[config.mk]
export PLATFORM = sky130hd
export DESIGN_NAME = tpe_top
export DESIGN_NICKNAME = d
export VERILOG_FILES = /design/src/tpe_pkg.sv /design/src/tpe_edge_det.sv /design/src/tpe_top.sv
export SDC_FILE = /design/constraint.sdc
export NUM_CORES = 1
export LEC_CHECK = 0
export BUFFER_PORTS_ARGS = -buffer_cell sky130_fd_sc_hd__buf_2
export CAP_MARGIN = 5
export CORE_MARGIN = 3
export CORE_UTILIZATION = 55
export DETAILED_ROUTE_END_ITERATION = 10
export GPL_ROUTABILITY_DRIVEN = 0
export HOLD_SLACK_MARGIN = 0.1
export PLACE_DENSITY_LB_ADDON = 0.1
export SLEW_MARGIN = 15
export SYNTH_ARGS = -nofsm -noshare
export SYNTH_HDL_FRONTEND = slang
export SYNTH_HIERARCHICAL = 1
export SYNTH_SLANG_ARGS = --single-unit
[constraint.sdc]
create_clock -name clk -period 7.69 [get_ports clk]
set_input_delay 1.538 -clock clk [delete_from_list [all_inputs] [get_ports clk]]
set_output_delay 1.538 -clock clk [all_outputs]
set_load 0.1 [all_outputs]
[src/tpe_pkg.sv]
package tpe_pkg;
   // AXI4-Lite register map (byte addresses)
   localparam logic [7:0] ADDR_CTRL   = 8'h00;
   localparam logic [7:0] ADDR_PRS0   = 8'h04;
   localparam logic [7:0] ADDR_PRS1   = 8'h08;
   localparam logic [7:0] ADDR_STATUS = 8'h0C;
   localparam logic [7:0] ADDR_CNT0   = 8'h10;
   localparam logic [7:0] ADDR_CNT1   = 8'h14;

   // Control register fields
   localparam int CTRL_RUN0   = 0;
   localparam int CTRL_RUN1   = 1;
   localparam int CTRL_BEDGE  = 2;
   localparam int CTRL_TOUSE  = 3;
   localparam int CTRL_PORTD  = 4;
   localparam int CTRL_W      = 5;
   localparam logic [4:0] CTRL_RST = 5'h00;

   // Prescaler selection fields
   localparam int PRS_W       = 6;
   localparam int PRS_CLK_LO  = 0;
   localparam int PRS_EA_LO   = 2;
   localparam int PRS_EB_LO   = 4;
   localparam logic [5:0] PRS_RST = 6'h00;

   // Count clock choices
   localparam logic [1:0] CLK_DIV2  = 2'h0;
   localparam logic [1:0] CLK_DIV8  = 2'h1;
   localparam logic [1:0] CLK_DIV32 = 2'h2;
   localparam logic [1:0] CLK_EXT   = 2'h3;

   // Valid-edge choices
   localparam logic [1:0] EDGE_FALL = 2'h0;
   localparam logic [1:0] EDGE_RISE = 2'h1;
   localparam logic [1:0] EDGE_NONE = 2'h2;
   localparam logic [1:0] EDGE_BOTH = 2'h3;

   // Status register fields
   localparam int ST_REF0  = 0;
   localparam int ST_REF1  = 1;
   localparam int ST_NG0   = 2;
   localparam int ST_NG1   = 3;
   localparam int ST_CS0   = 4;
   localparam int ST_CS1   = 5;
   localparam int ST_PINC  = 6;
   localparam int ST_W     = 7;

   localparam int DIV_W    = 5;
   localparam int CNT_W    = 16;

   localparam logic [1:0] RESP_OKAY   = 2'h0;
   localparam logic [1:0] RESP_SLVERR = 2'h2;
endpackage

[src/tpe_edge_det.sv]
`timescale 1ns/1ps
module tpe_edge_det (
   input  wire logic       clk,
   input  wire logic       resetn,
   input  wire logic       sample_en,
   input  wire logic       pin,
   input  wire logic       run,
   input  wire logic [1:0] edge_sel,
   output logic            edge_pulse
);
   logic smp_q;
   logic lvl_q;
   logic prev_q;
   logic armed_q;
   logic rise;
   logic fall;

   ////////////////////////////////////////////////////////////////////////
   // Noise filter: level moves only after two equal samples
   always_ff @(posedge clk or negedge resetn) begin
      if (!resetn) begin
         smp_q <= 1'b0;
         lvl_q <= 1'b0;
      end else if (sample_en) begin
         smp_q <= pin;
         if (pin == smp_q) begin
            lvl_q <= pin;
         end
      end
   end

   // Before the first run the old level stays low, so a pin pulled high
   // since reset shows as a rising edge; afterwards it tracks the pin.
   always_ff @(posedge clk or negedge resetn) begin
      if (!resetn) begin
         prev_q  <= 1'b0;
         armed_q <= 1'b0;
      end else begin
         if (run) begin
            armed_q <= 1'b1;
         end
         if (run || armed_q) begin
            prev_q <= lvl_q;
         end
      end
   end

   assign rise = lvl_q & ~prev_q;
   assign fall = ~lvl_q & prev_q;
   assign edge_pulse = run &
      ((rise & (edge_sel == tpe_pkg::EDGE_RISE ||
                edge_sel == tpe_pkg::EDGE_BOTH)) |
       (fall & (edge_sel == tpe_pkg::EDGE_FALL ||
                edge_sel == tpe_pkg::EDGE_BOTH)));
endmodule

[src/tpe_top.sv]
// The AXI4-Lite interface to the registers and the register addresses were decided locally.
`timescale 1ns/1ps
// How it works
// - Internal oscillator divided gives count clock when it feeds the processor
// - Inputs filtered by sampling clock
// - High pin after reset: rising edge on enable
// - High pin at re-enable: no edge
// - Second input edge use gives way to timer output use
// - Timer output use blocks second input edge
module tpe_top (
   input  wire logic        clk,
   input  wire logic        resetn,
   input  wire logic [7:0]  s_axi_awaddr,
   input  wire logic        s_axi_awvalid,
   output logic             s_axi_awready,
   input  wire logic [31:0] s_axi_wdata,
   input  wire logic [3:0]  s_axi_wstrb,
   input  wire logic        s_axi_wvalid,
   output logic             s_axi_wready,
   output logic [1:0]       s_axi_bresp,
   output logic             s_axi_bvalid,
   input  wire logic        s_axi_bready,
   input  wire logic [7:0]  s_axi_araddr,
   input  wire logic        s_axi_arvalid,
   output logic             s_axi_arready,
   output logic [31:0]      s_axi_rdata,
   output logic [1:0]       s_axi_rresp,
   output logic             s_axi_rvalid,
   input  wire logic        s_axi_rready,
   input  wire logic        cpu_on_int_osc,
   input  wire logic        int_osc_tick,
   input  wire logic        capture_input_a_ch0,
   input  wire logic        capture_input_b_ch0,
   input  wire logic        capture_input_a_ch1,
   input  wire logic        clear_start_a_ch0,
   input  wire logic        clear_start_a_ch1,
   input  wire logic        timer_out_level_ch0,
   output logic             shared_port_pin_o,
   output logic             shared_port_pin_oe,
   output logic             count_tick_ch0,
   output logic             count_tick_ch1,
   output logic             capture_b_edge_ch0
);
   logic [tpe_pkg::CTRL_W-1:0] ctrl_q;
   logic [tpe_pkg::PRS_W-1:0]  prescale_select_ch0;
   logic [tpe_pkg::PRS_W-1:0]  prescale_select_ch1;
   logic [1:0]                 refused_q;
   logic [tpe_pkg::DIV_W-1:0]  div_q;
   logic [tpe_pkg::CNT_W-1:0]  counter_ch0;
   logic [tpe_pkg::CNT_W-1:0]  counter_ch1;
   logic [7:0]                 awaddr_q;
   logic                       aw_held_q;
   logic [31:0]                wdata_q;
   logic                       wlow_q;
   logic                       w_held_q;
   logic                       do_write;
   logic                       step;
   logic                       run0;
   logic                       run1;
   logic                       b_edge_en;
   logic                       edge_a0;
   logic                       edge_a1;
   logic                       edge_b0;
   logic [tpe_pkg::ST_W-1:0]   status;
   logic [31:0]                rdata_d;
   logic                       rmapped;

   function automatic logic div_tick(input logic [1:0] sel,
                                     input logic [4:0] cnt,
                                     input logic       stp);
      unique case (sel)
         tpe_pkg::CLK_DIV2:  div_tick = stp & (cnt[0] == 1'b1);
         tpe_pkg::CLK_DIV8:  div_tick = stp & (cnt[2:0] == 3'h7);
         tpe_pkg::CLK_DIV32: div_tick = stp & (cnt == 5'h1F);
         tpe_pkg::CLK_EXT:   div_tick = 1'b0;
      endcase
   endfunction

   assign run0      = ctrl_q[tpe_pkg::CTRL_RUN0];
   assign run1      = ctrl_q[tpe_pkg::CTRL_RUN1];
   // Timer output use wins over edge use of the shared pin
   assign b_edge_en = ctrl_q[tpe_pkg::CTRL_BEDGE] &
                      ~ctrl_q[tpe_pkg::CTRL_TOUSE];

   ////////////////////////////////////////////////////////////////////////
   // AXI4-Lite write path: address and data taken in either order
   assign s_axi_awready = ~aw_held_q & ~s_axi_bvalid;
   assign s_axi_wready  = ~w_held_q & ~s_axi_bvalid;
   assign do_write      = aw_held_q & w_held_q & ~s_axi_bvalid;

   always_ff @(posedge clk or negedge resetn) begin
      if (!resetn) begin
         aw_held_q <= 1'b0;
         w_held_q  <= 1'b0;
         awaddr_q  <= 8'h00;
         wdata_q   <= 32'h0000_0000;
         wlow_q    <= 1'b0;
      end else begin
         if (s_axi_awvalid && s_axi_awready) begin
            aw_held_q <= 1'b1;
            awaddr_q  <= s_axi_awaddr;
         end else if (do_write) begin
            aw_held_q <= 1'b0;
         end
         if (s_axi_wvalid && s_axi_wready) begin
            w_held_q <= 1'b1;
            wdata_q  <= s_axi_wdata;
            wlow_q   <= s_axi_wstrb[0];
         end else if (do_write) begin
            w_held_q <= 1'b0;
         end
      end
   end

   always_ff @(posedge clk or negedge resetn) begin
      if (!resetn) begin
         s_axi_bvalid <= 1'b0;
         s_axi_bresp  <= tpe_pkg::RESP_OKAY;
      end else if (do_write) begin
         s_axi_bvalid <= 1'b1;
         unique case (awaddr_q)
            tpe_pkg::ADDR_CTRL, tpe_pkg::ADDR_PRS0,
            tpe_pkg::ADDR_PRS1, tpe_pkg::ADDR_STATUS:
               s_axi_bresp <= tpe_pkg::RESP_OKAY;
            default: s_axi_bresp <= tpe_pkg::RESP_SLVERR;
         endcase
      end else if (s_axi_bready) begin
         s_axi_bvalid <= 1'b0;
      end
   end

   ////////////////////////////////////////////////////////////////////////
   // Registers; a prescaler write while the channel runs is dropped and
   // flagged, since a clock change mid-count would corrupt the count.
   always_ff @(posedge clk or negedge resetn) begin
      if (!resetn) begin
         ctrl_q              <= tpe_pkg::CTRL_RST;
         prescale_select_ch0 <= tpe_pkg::PRS_RST;
         prescale_select_ch1 <= tpe_pkg::PRS_RST;
      end else if (do_write && wlow_q) begin
         if (awaddr_q == tpe_pkg::ADDR_CTRL) begin
            ctrl_q <= wdata_q[tpe_pkg::CTRL_W-1:0];
         end
         if (awaddr_q == tpe_pkg::ADDR_PRS0 && !run0) begin
            prescale_select_ch0 <= wdata_q[tpe_pkg::PRS_W-1:0];
         end
         if (awaddr_q == tpe_pkg::ADDR_PRS1 && !run1) begin
            prescale_select_ch1 <= wdata_q[tpe_pkg::PRS_W-1:0];
         end
      end
   end

   // Sticky refusal flags; a new refusal wins over a clearing write
   always_ff @(posedge clk or negedge resetn) begin
      if (!resetn) begin
         refused_q <= 2'h0;
      end else begin
         for (int i = 0; i < 2; i++) begin
            if (do_write && wlow_q &&
                awaddr_q == (i == 0 ? tpe_pkg::ADDR_PRS0
                                    : tpe_pkg::ADDR_PRS1) &&
                (i == 0 ? run0 : run1)) begin
               refused_q[i] <= 1'b1;
            end else if (do_write && wlow_q &&
                         awaddr_q == tpe_pkg::ADDR_STATUS &&
                         wdata_q[tpe_pkg::ST_REF0 + i]) begin
               refused_q[i] <= 1'b0;
            end
         end
      end
   end

   ////////////////////////////////////////////////////////////////////////
   // Count clock: the shared divider steps on the internal oscillator
   // tick when that oscillator feeds the processor.
   assign step = cpu_on_int_osc ? int_osc_tick : 1'b1;

   always_ff @(posedge clk or negedge resetn) begin
      if (!resetn) begin
         div_q <= 5'h00;
      end else if (step) begin
         div_q <= div_q + 5'h01;
      end
   end

   tpe_edge_det u_edge_a0 (
      .clk        (clk),
      .resetn     (resetn),
      .sample_en  (step),
      .pin        (capture_input_a_ch0),
      .run        (run0),
      .edge_sel   (prescale_select_ch0[tpe_pkg::PRS_EA_LO +: 2]),
      .edge_pulse (edge_a0)
   );

   tpe_edge_det u_edge_a1 (
      .clk        (clk),
      .resetn     (resetn),
      .sample_en  (step),
      .pin        (capture_input_a_ch1),
      .run        (run1),
      .edge_sel   (prescale_select_ch1[tpe_pkg::PRS_EA_LO +: 2]),
      .edge_pulse (edge_a1)
   );

   tpe_edge_det u_edge_b0 (
      .clk        (clk),
      .resetn     (resetn),
      .sample_en  (step),
      .pin        (capture_input_b_ch0),
      .run        (run0 & b_edge_en),
      .edge_sel   (prescale_select_ch0[tpe_pkg::PRS_EB_LO +: 2]),
      .edge_pulse (edge_b0)
   );

   assign count_tick_ch0 = run0 &
      (prescale_select_ch0[1:0] == tpe_pkg::CLK_EXT ? edge_a0 :
       div_tick(prescale_select_ch0[1:0], div_q, step));
   assign count_tick_ch1 = run1 &
      (prescale_select_ch1[1:0] == tpe_pkg::CLK_EXT ? edge_a1 :
       div_tick(prescale_select_ch1[1:0], div_q, step));
   assign capture_b_edge_ch0 = edge_b0;

   always_ff @(posedge clk or negedge resetn) begin
      if (!resetn) begin
         counter_ch0 <= 16'h0000;
         counter_ch1 <= 16'h0000;
      end else begin
         if (count_tick_ch0) begin
            counter_ch0 <= counter_ch0 + 16'h0001;
         end
         if (count_tick_ch1) begin
            counter_ch1 <= counter_ch1 + 16'h0001;
         end
      end
   end

   ////////////////////////////////////////////////////////////////////////
   // Shared port pin: timer output when timer output use is set, undriven
   // while the second input does edge detection, otherwise plain port data.
   assign shared_port_pin_oe = ctrl_q[tpe_pkg::CTRL_TOUSE] | ~b_edge_en;
   assign shared_port_pin_o  = (ctrl_q[tpe_pkg::CTRL_TOUSE] & ~b_edge_en)
      ? timer_out_level_ch0 : ctrl_q[tpe_pkg::CTRL_PORTD];

   ////////////////////////////////////////////////////////////////////////
   // Status and read path
   always_comb begin
      status = '0;
      status[tpe_pkg::ST_REF0] = refused_q[0];
      status[tpe_pkg::ST_REF1] = refused_q[1];
      status[tpe_pkg::ST_NG0]  = cpu_on_int_osc & run0;
      status[tpe_pkg::ST_NG1]  = cpu_on_int_osc & run1;
      status[tpe_pkg::ST_CS0]  = clear_start_a_ch0 &
         (prescale_select_ch0[1:0] == tpe_pkg::CLK_EXT);
      status[tpe_pkg::ST_CS1]  = clear_start_a_ch1 &
         (prescale_select_ch1[1:0] == tpe_pkg::CLK_EXT);
      status[tpe_pkg::ST_PINC] = ctrl_q[tpe_pkg::CTRL_BEDGE] &
                                 ctrl_q[tpe_pkg::CTRL_TOUSE];
   end

   always_comb begin
      rdata_d = 32'h0000_0000;
      rmapped = 1'b1;
      unique case (s_axi_araddr)
         tpe_pkg::ADDR_CTRL:   rdata_d[tpe_pkg::CTRL_W-1:0] = ctrl_q;
         tpe_pkg::ADDR_PRS0:   rdata_d[tpe_pkg::PRS_W-1:0] =
                                  prescale_select_ch0;
         tpe_pkg::ADDR_PRS1:   rdata_d[tpe_pkg::PRS_W-1:0] =
                                  prescale_select_ch1;
         tpe_pkg::ADDR_STATUS: rdata_d[tpe_pkg::ST_W-1:0] = status;
         tpe_pkg::ADDR_CNT0:   rdata_d[tpe_pkg::CNT_W-1:0] = counter_ch0;
         tpe_pkg::ADDR_CNT1:   rdata_d[tpe_pkg::CNT_W-1:0] = counter_ch1;
         default:              rmapped = 1'b0;
      endcase
   end

   assign s_axi_arready = ~s_axi_rvalid;

   always_ff @(posedge clk or negedge resetn) begin
      if (!resetn) begin
         s_axi_rvalid <= 1'b0;
         s_axi_rdata  <= 32'h0000_0000;
         s_axi_rresp  <= tpe_pkg::RESP_OKAY;
      end else if (s_axi_arvalid && s_axi_arready) begin
         s_axi_rvalid <= 1'b1;
         s_axi_rdata  <= rdata_d;
         s_axi_rresp  <= rmapped ? tpe_pkg::RESP_OKAY
                                 : tpe_pkg::RESP_SLVERR;
      end else if (s_axi_rready) begin
         s_axi_rvalid <= 1'b0;
      end
   end
endmodule

Yosys cells after proc, flatten, opt, wreduce, memory -nomap -nowiden

Cells that the tools add are included.

Register bits: 107
Memory bits (read-only): 0
Word-level logic and storage cells: 175
Bits in writable memories: 0
Bits in latches: 0
Memories: 0

Equality and inequality tests: 25
Muxes and demuxes: 24
Reductions and logical operators: 45
Shifts and indexed selects: 0
Add/subtract/negate cells: 3
Bitwise gates (word level): 48
$mul: 0
Magnitude comparators: 0
Divide/modulo/power cells: 0

Operator list:

| cell                                                            | number |
|---|---|
| 16-bit by 1-bit adder with 16-bit output, second input constant | 2 |
| 1-bit AND                                                       | 32 |
| 8-bit by 4-bit == test with 1-bit output, second input constant | 4 |
| 5-bit one-hot mux with 6 select lines                           | 1 |
| 9-bit one-hot mux with 2 select lines                           | 1 |
| 8-bit by 3-bit == test with 1-bit output, second input constant | 2 |
| 8-bit by 5-bit == test with 1-bit output, second input constant | 2 |
| 8-bit logical NOT                                               | 2 |
| 1-bit 2-to-1 mux                                                | 16 |
| 2-bit == test, second input constant                            | 7 |
| 1-bit logical AND                                               | 13 |
| 1-bit NOT                                                       | 12 |
| 2-bit AND reduction                                             | 6 |
| 2-bit nonzero test                                              | 6 |
| 2-bit by 1-bit == test with 1-bit output, second input constant | 5 |
| 2-bit logical NOT                                               | 5 |
| 1-bit logical OR                                                | 9 |
| 1-bit one-hot mux with 3 select lines                           | 3 |
| 6-bit OR reduction                                              | 1 |
| 5-bit by 1-bit adder with 5-bit output, second input constant   | 1 |
| 5-bit == test, second input constant                            | 1 |
| 1-bit one-hot mux with 5 select lines                           | 1 |
| 2-bit 2-to-1 mux                                                | 2 |
| 1-bit bitwise OR                                                | 4 |
| 4 further kinds                                                 | 7 |

Longest topological paths before layout

Depth after elaboration: 7
Mapped depth: 10
Gate-level depth less buffers: 10

Hierarchy

Netlist, hierarchy kept.

Modules (own cells, without submodules):

| module       | cells an instance | instances | area each (µm²) | sequential area each (µm²) |
|---|---|---|---|---|
| tpe_top      | 413               | 1         | 4,553.1         | 2,327.2 |
| tpe_edge_det | 19                | 3         | 207.7           | 100.1 |

Worst setup path after synthesis

OpenSTA, ideal clock, no wires.

Kind: input to output
From: in cpu_on_int_osc
To: out count_tick_ch0
Arrival time: 3.903 ns
Required time: 6.152 ns
Stages: 3
Setup slack: 2.249 ns
Path buffers: 1
Path through: nor2b_1 clkbuf_1 o41ai_2

Word-level cells in the longest chain between the ends: 5
Elaborated cells on any way between the ends: 7
Classes of those cells: mux: 3; bitwise: 4

Ends and longest elaborated chain:

| item                                    | RTL line                                    | text |
|---|---|---|
| start: declaration                      | tpe_top.sv:30                               | `input wire logic cpu_on_int_osc,` |
| 1-bit 2-to-1 mux *                      | tpe_top.sv:176                              | `assign step = cpu_on_int_osc ? int_osc_tick : 1'b1;` |
| 1-bit AND (on tied branches)            | tpe_top.sv:74, tpe_top.sv:72, tpe_top.sv:73 |  |
| 1-bit one-hot mux with 3 select lines * | tpe_top.sv:71                               | `unique case (sel)` |
| 1-bit 2-to-1 mux *                      | tpe_top.sv:217                              | `(prescale_select_ch0[1:0] == tpe_pkg::CLK_EXT ? edge_a0 :` |
| 1-bit AND *                             | tpe_top.sv:216                              | `assign count_tick_ch0 = run0 &` |
| end: declaration                        | tpe_top.sv:40                               | `output logic count_tick_ch0,` |

Every way passes the cells marked *; elsewhere a longest branch is shown, timed or not.

Worst setup path after layout

From: in cpu_on_int_osc
To: out count_tick_ch1

Word-level cells in the longest chain between the ends: 5
Elaborated cells on any way between the ends: 7
Classes of those cells: mux: 3; bitwise: 4

Ends and longest elaborated chain:

| item                                    | RTL line                                    | text |
|---|---|---|
| 1-bit 2-to-1 mux *                      | tpe_top.sv:176                              |  |
| 1-bit AND (on tied branches)            | tpe_top.sv:74, tpe_top.sv:72, tpe_top.sv:73 |  |
| 1-bit one-hot mux with 3 select lines * | tpe_top.sv:71                               |  |
| 1-bit 2-to-1 mux *                      | tpe_top.sv:220                              | `(prescale_select_ch1[1:0] == tpe_pkg::CLK_EXT ? edge_a1 :` |
| 1-bit AND *                             | tpe_top.sv:219                              | `assign count_tick_ch1 = run1 &` |
| end: declaration                        | tpe_top.sv:41                               | `output logic count_tick_ch1,` |

Marked as above.

==> metrics.txt <==
GRT Total Usage=0.211; Avg WL per Cell=16.0 um; starting DRC count in detailed routing=201; Worst R2R Path Depth=8; worst setup margin=2580 ps; Seq/Total Area, Yosys=0.508; Vias/cell=5.51; CTS resizes=0; Syn-to-layout area delta=10.0%; hold_sp=s_axi_rdata[0]$_DFFE_PN0P_; Cell Area, Synth=0.00518 sq mm; CTS tree=yes; clock sink count=105; Setup-failing EPs final=0; switching fraction of total power=0.378; ys async rst share=1.00; power per cell area=259 mW/mm^2; Pint=0.000918 W; Setup CP Type=in2out; Critical Path Start=cpu_on_int_osc; CTS clk-pin slew, worst paths=90 ps; Mean Syn Cell Area=11.0 sq um; R2R setup slack=4950 ps; initial antenna violation count=0; Ports=113; FP Rows=34; # DRC=0; most common cell after layout, fill and taps aside=dfrtp_1; Peak VDD IR=0.280 mV; Post-synth EDFFs=0; most frequent cells in the layout=dfrtp_1, buf_2, nand2_1; reg2reg start=div_q[0]$_DFFE_PN0N_; P_sw=0.000558 W; largest net degree at the start of global routing=71; Max clock buf depth=2; max-slew violations=0; dpl cell area=0.00552 sq mm; setup TNS=0 ps; clock skew after layout=8.74 ps; die width=103 um; Post-DP HPWL=7740 um; Hold-fix buffers, CTS=0; drt first pass iters=5; Clock power frac=0.209; Setup crit end kind=output port; global-route wire length before repair=17500 um; Worst EP required=6150 ps; post-CTS setup buffers=0; Leak Pwr=2.79 nW; worst-margin pin slew=846 ps; Final period util=0.665; # port buffers=65; height of the die=103 um; Arrival @ worst endpoint=3570 ps; unrepaired setup endpoints after global routing=false; total core area=0.00893 sq mm; Synth Instances=470; Synth Flop Type=dfrtp_1; RR Endpoint=counter_ch1[15]$_DFFE_PN0P_; worst min path class=reg2reg; vias in the first global route=3570; Clock Latency Late Sink=360 ps; Vias=3558; Final Hold Fails=0; Routed Antenna Nets=0; total CTS buffers=9; max-cap violation count=0; minimum clock period=5110 ps; post-route cell area=0.00569 sq mm; WL final=10400 um; Ant. Diodes=0; CP startpoint kind=input port; fmax=0.196 GHz; grt total ovfl=0; Fillers=735; worst-path maximum fanout=8; dpl ws=2600 ps; status=finished clean; Max-slew headroom=0.436; initial core utilization=0.579; Critical Path Sink=count_tick_ch1; Yosys Warn Count=6; Util after Layout=0.637; Yosys reg bits=105; Overall Power=0.00148 W; CTS Root Cell=clkbuf_8; Seq pwr share=0.507; library cells used by synthesis=45; htree depth=3; share of layout cells above drive strength 1=0.245; Total Die Area=0.0106 sq mm; Combinational Power Share=0.284; Layout Nets=618
[per-stage QoR]
step / hold WS, ps / std cells
final: 481 / 646
after global routing: 506 / 646
after CTS: 487 / 646
after detailed placement: 463 / 631
after global placement: 460 / 631
after floorplan: 438 / 487
[kinds of logic (layout without fill, tap and decap cells)]
| family | count (synthesis) | count (layout) | share of synthesized area |
|---|---|---|---|
| buf+inv | 54 | 105 | 0.0537 |
| compound gates | 65 | 65 | 0.0776 |
| simple gates | 144 | 144 | 0.142 |
| flops | 105 | 105 | 0.508 |
| mux | 52 | 52 | 0.124 |
| xor+xnor | 32 | 32 | 0.0541 |
| fa+ha+maj | 17 | 17 | 0.0411 |
| other cells | 1 | 18 | 0.000724 |
[cell type report]
type	count	area [sq um]	share of cell area
Clock buffer	11	141	0.0248
Clock inverter	4	30.0	0.00527
Timing Repair Buffer	66	335	0.0589
Multi-Input combinational cell	328	2330	0.410
Sequential cell	105	2630	0.461
Tap cell	108	135	0.0237
Inverter	24	90.1	0.0158
[power groups by stage]
stage	Sequential (W)	Clock [W]	Combinational, W
2_1_floorplan	0.000778	0	0.000309
3_3_place_gp	0.000755	0	0.000408
3_5_place_dp	0.000760	0	0.000423
4_1_cts	0.000749	0.000317	0.000424
5_1_grt	0.000768	0.000343	0.000458
6_report	0.000748	0.000309	0.000419
[critical path, stage by stage]
cell,delay [ps]
buf_2,120
nor2b_1,220
o41ai_1,650
nand2_1,350
inv_1,230
buf_2,460
[sequential cells by signal (all words and copies together), names as in the netlist, 2 cells and up]
| signal | cells |
|---|---|
| prescale_select_ch0 | 6 |
| counter_ch0 | 16 |
| awaddr_q | 8 |
| refused_q | 2 |
| div_q | 5 |
| prescale_select_ch1 | 6 |
| counter_ch1 | 16 |
| ctrl_q | 5 |
| wdata_q | 6 |
| s_axi_rdata | 16 |
[cells in the mapped netlist, types with 2 or more instances]
library cell	number	share of area
inv_1	24	0.017
nor4_1	4	0.0048
or2_4	3	0.0051
nor3_1	9	0.0087
ha_1	17	0.041
xor2_1	14	0.024
and4_1	3	0.0051
nand4_1	9	0.011
mux2i_1	11	0.021
buf_4	18	0.026
a21o_1	2	0.0029
o211ai_1	3	0.0044
mux2_2	31	0.067
nor2b_1	6	0.0073
o21ai_2	3	0.0051
mux4_2	4	0.017
a31oi_1	3	0.0036
and2_1	2	0.0024
and3_1	4	0.0048
nand3_1	18	0.017
xnor2_1	18	0.030
or4_4	2	0.0044
mux2_4	6	0.017
dfrtp_1	105	0.51
nand2_1	56	0.041
nand2b_1	5	0.0060
o21ai_0	30	0.029
a21boi_1	3	0.0044
nand3b_1	3	0.0044
nor2_1	15	0.011
a22oi_1	5	0.0073
clkbuf_1	11	0.0080
a21oi_1	10	0.0097
a221oi_1	2	0.0034
[per-layer routing]
metal,wire length [um],vias up,global-route usage
met1,4840,1732,0.307
met5,0,-,0
li1,-,1721,-
met2,4780,91,0.324
met4,153,0,0.0558
met3,582,14,0.0440
[worst min-delay path by stage]
stage,end,cells after the start
global placement,s_axi_rresp[1]$_DFFE_PN0P_,1
CTS,counter_ch1[15]$_DFFE_PN0P_,1
floorplan,div_q[3]$_DFFE_PN0N_,1
detailed placement,u_edge_a1/armed_q$_DFFE_PN0P_,1
global route,counter_ch1[15]$_DFFE_PN0P_,1
finish,s_axi_rdata[0]$_DFFE_PN0P_,2
(Power assumes the default switching activity.)
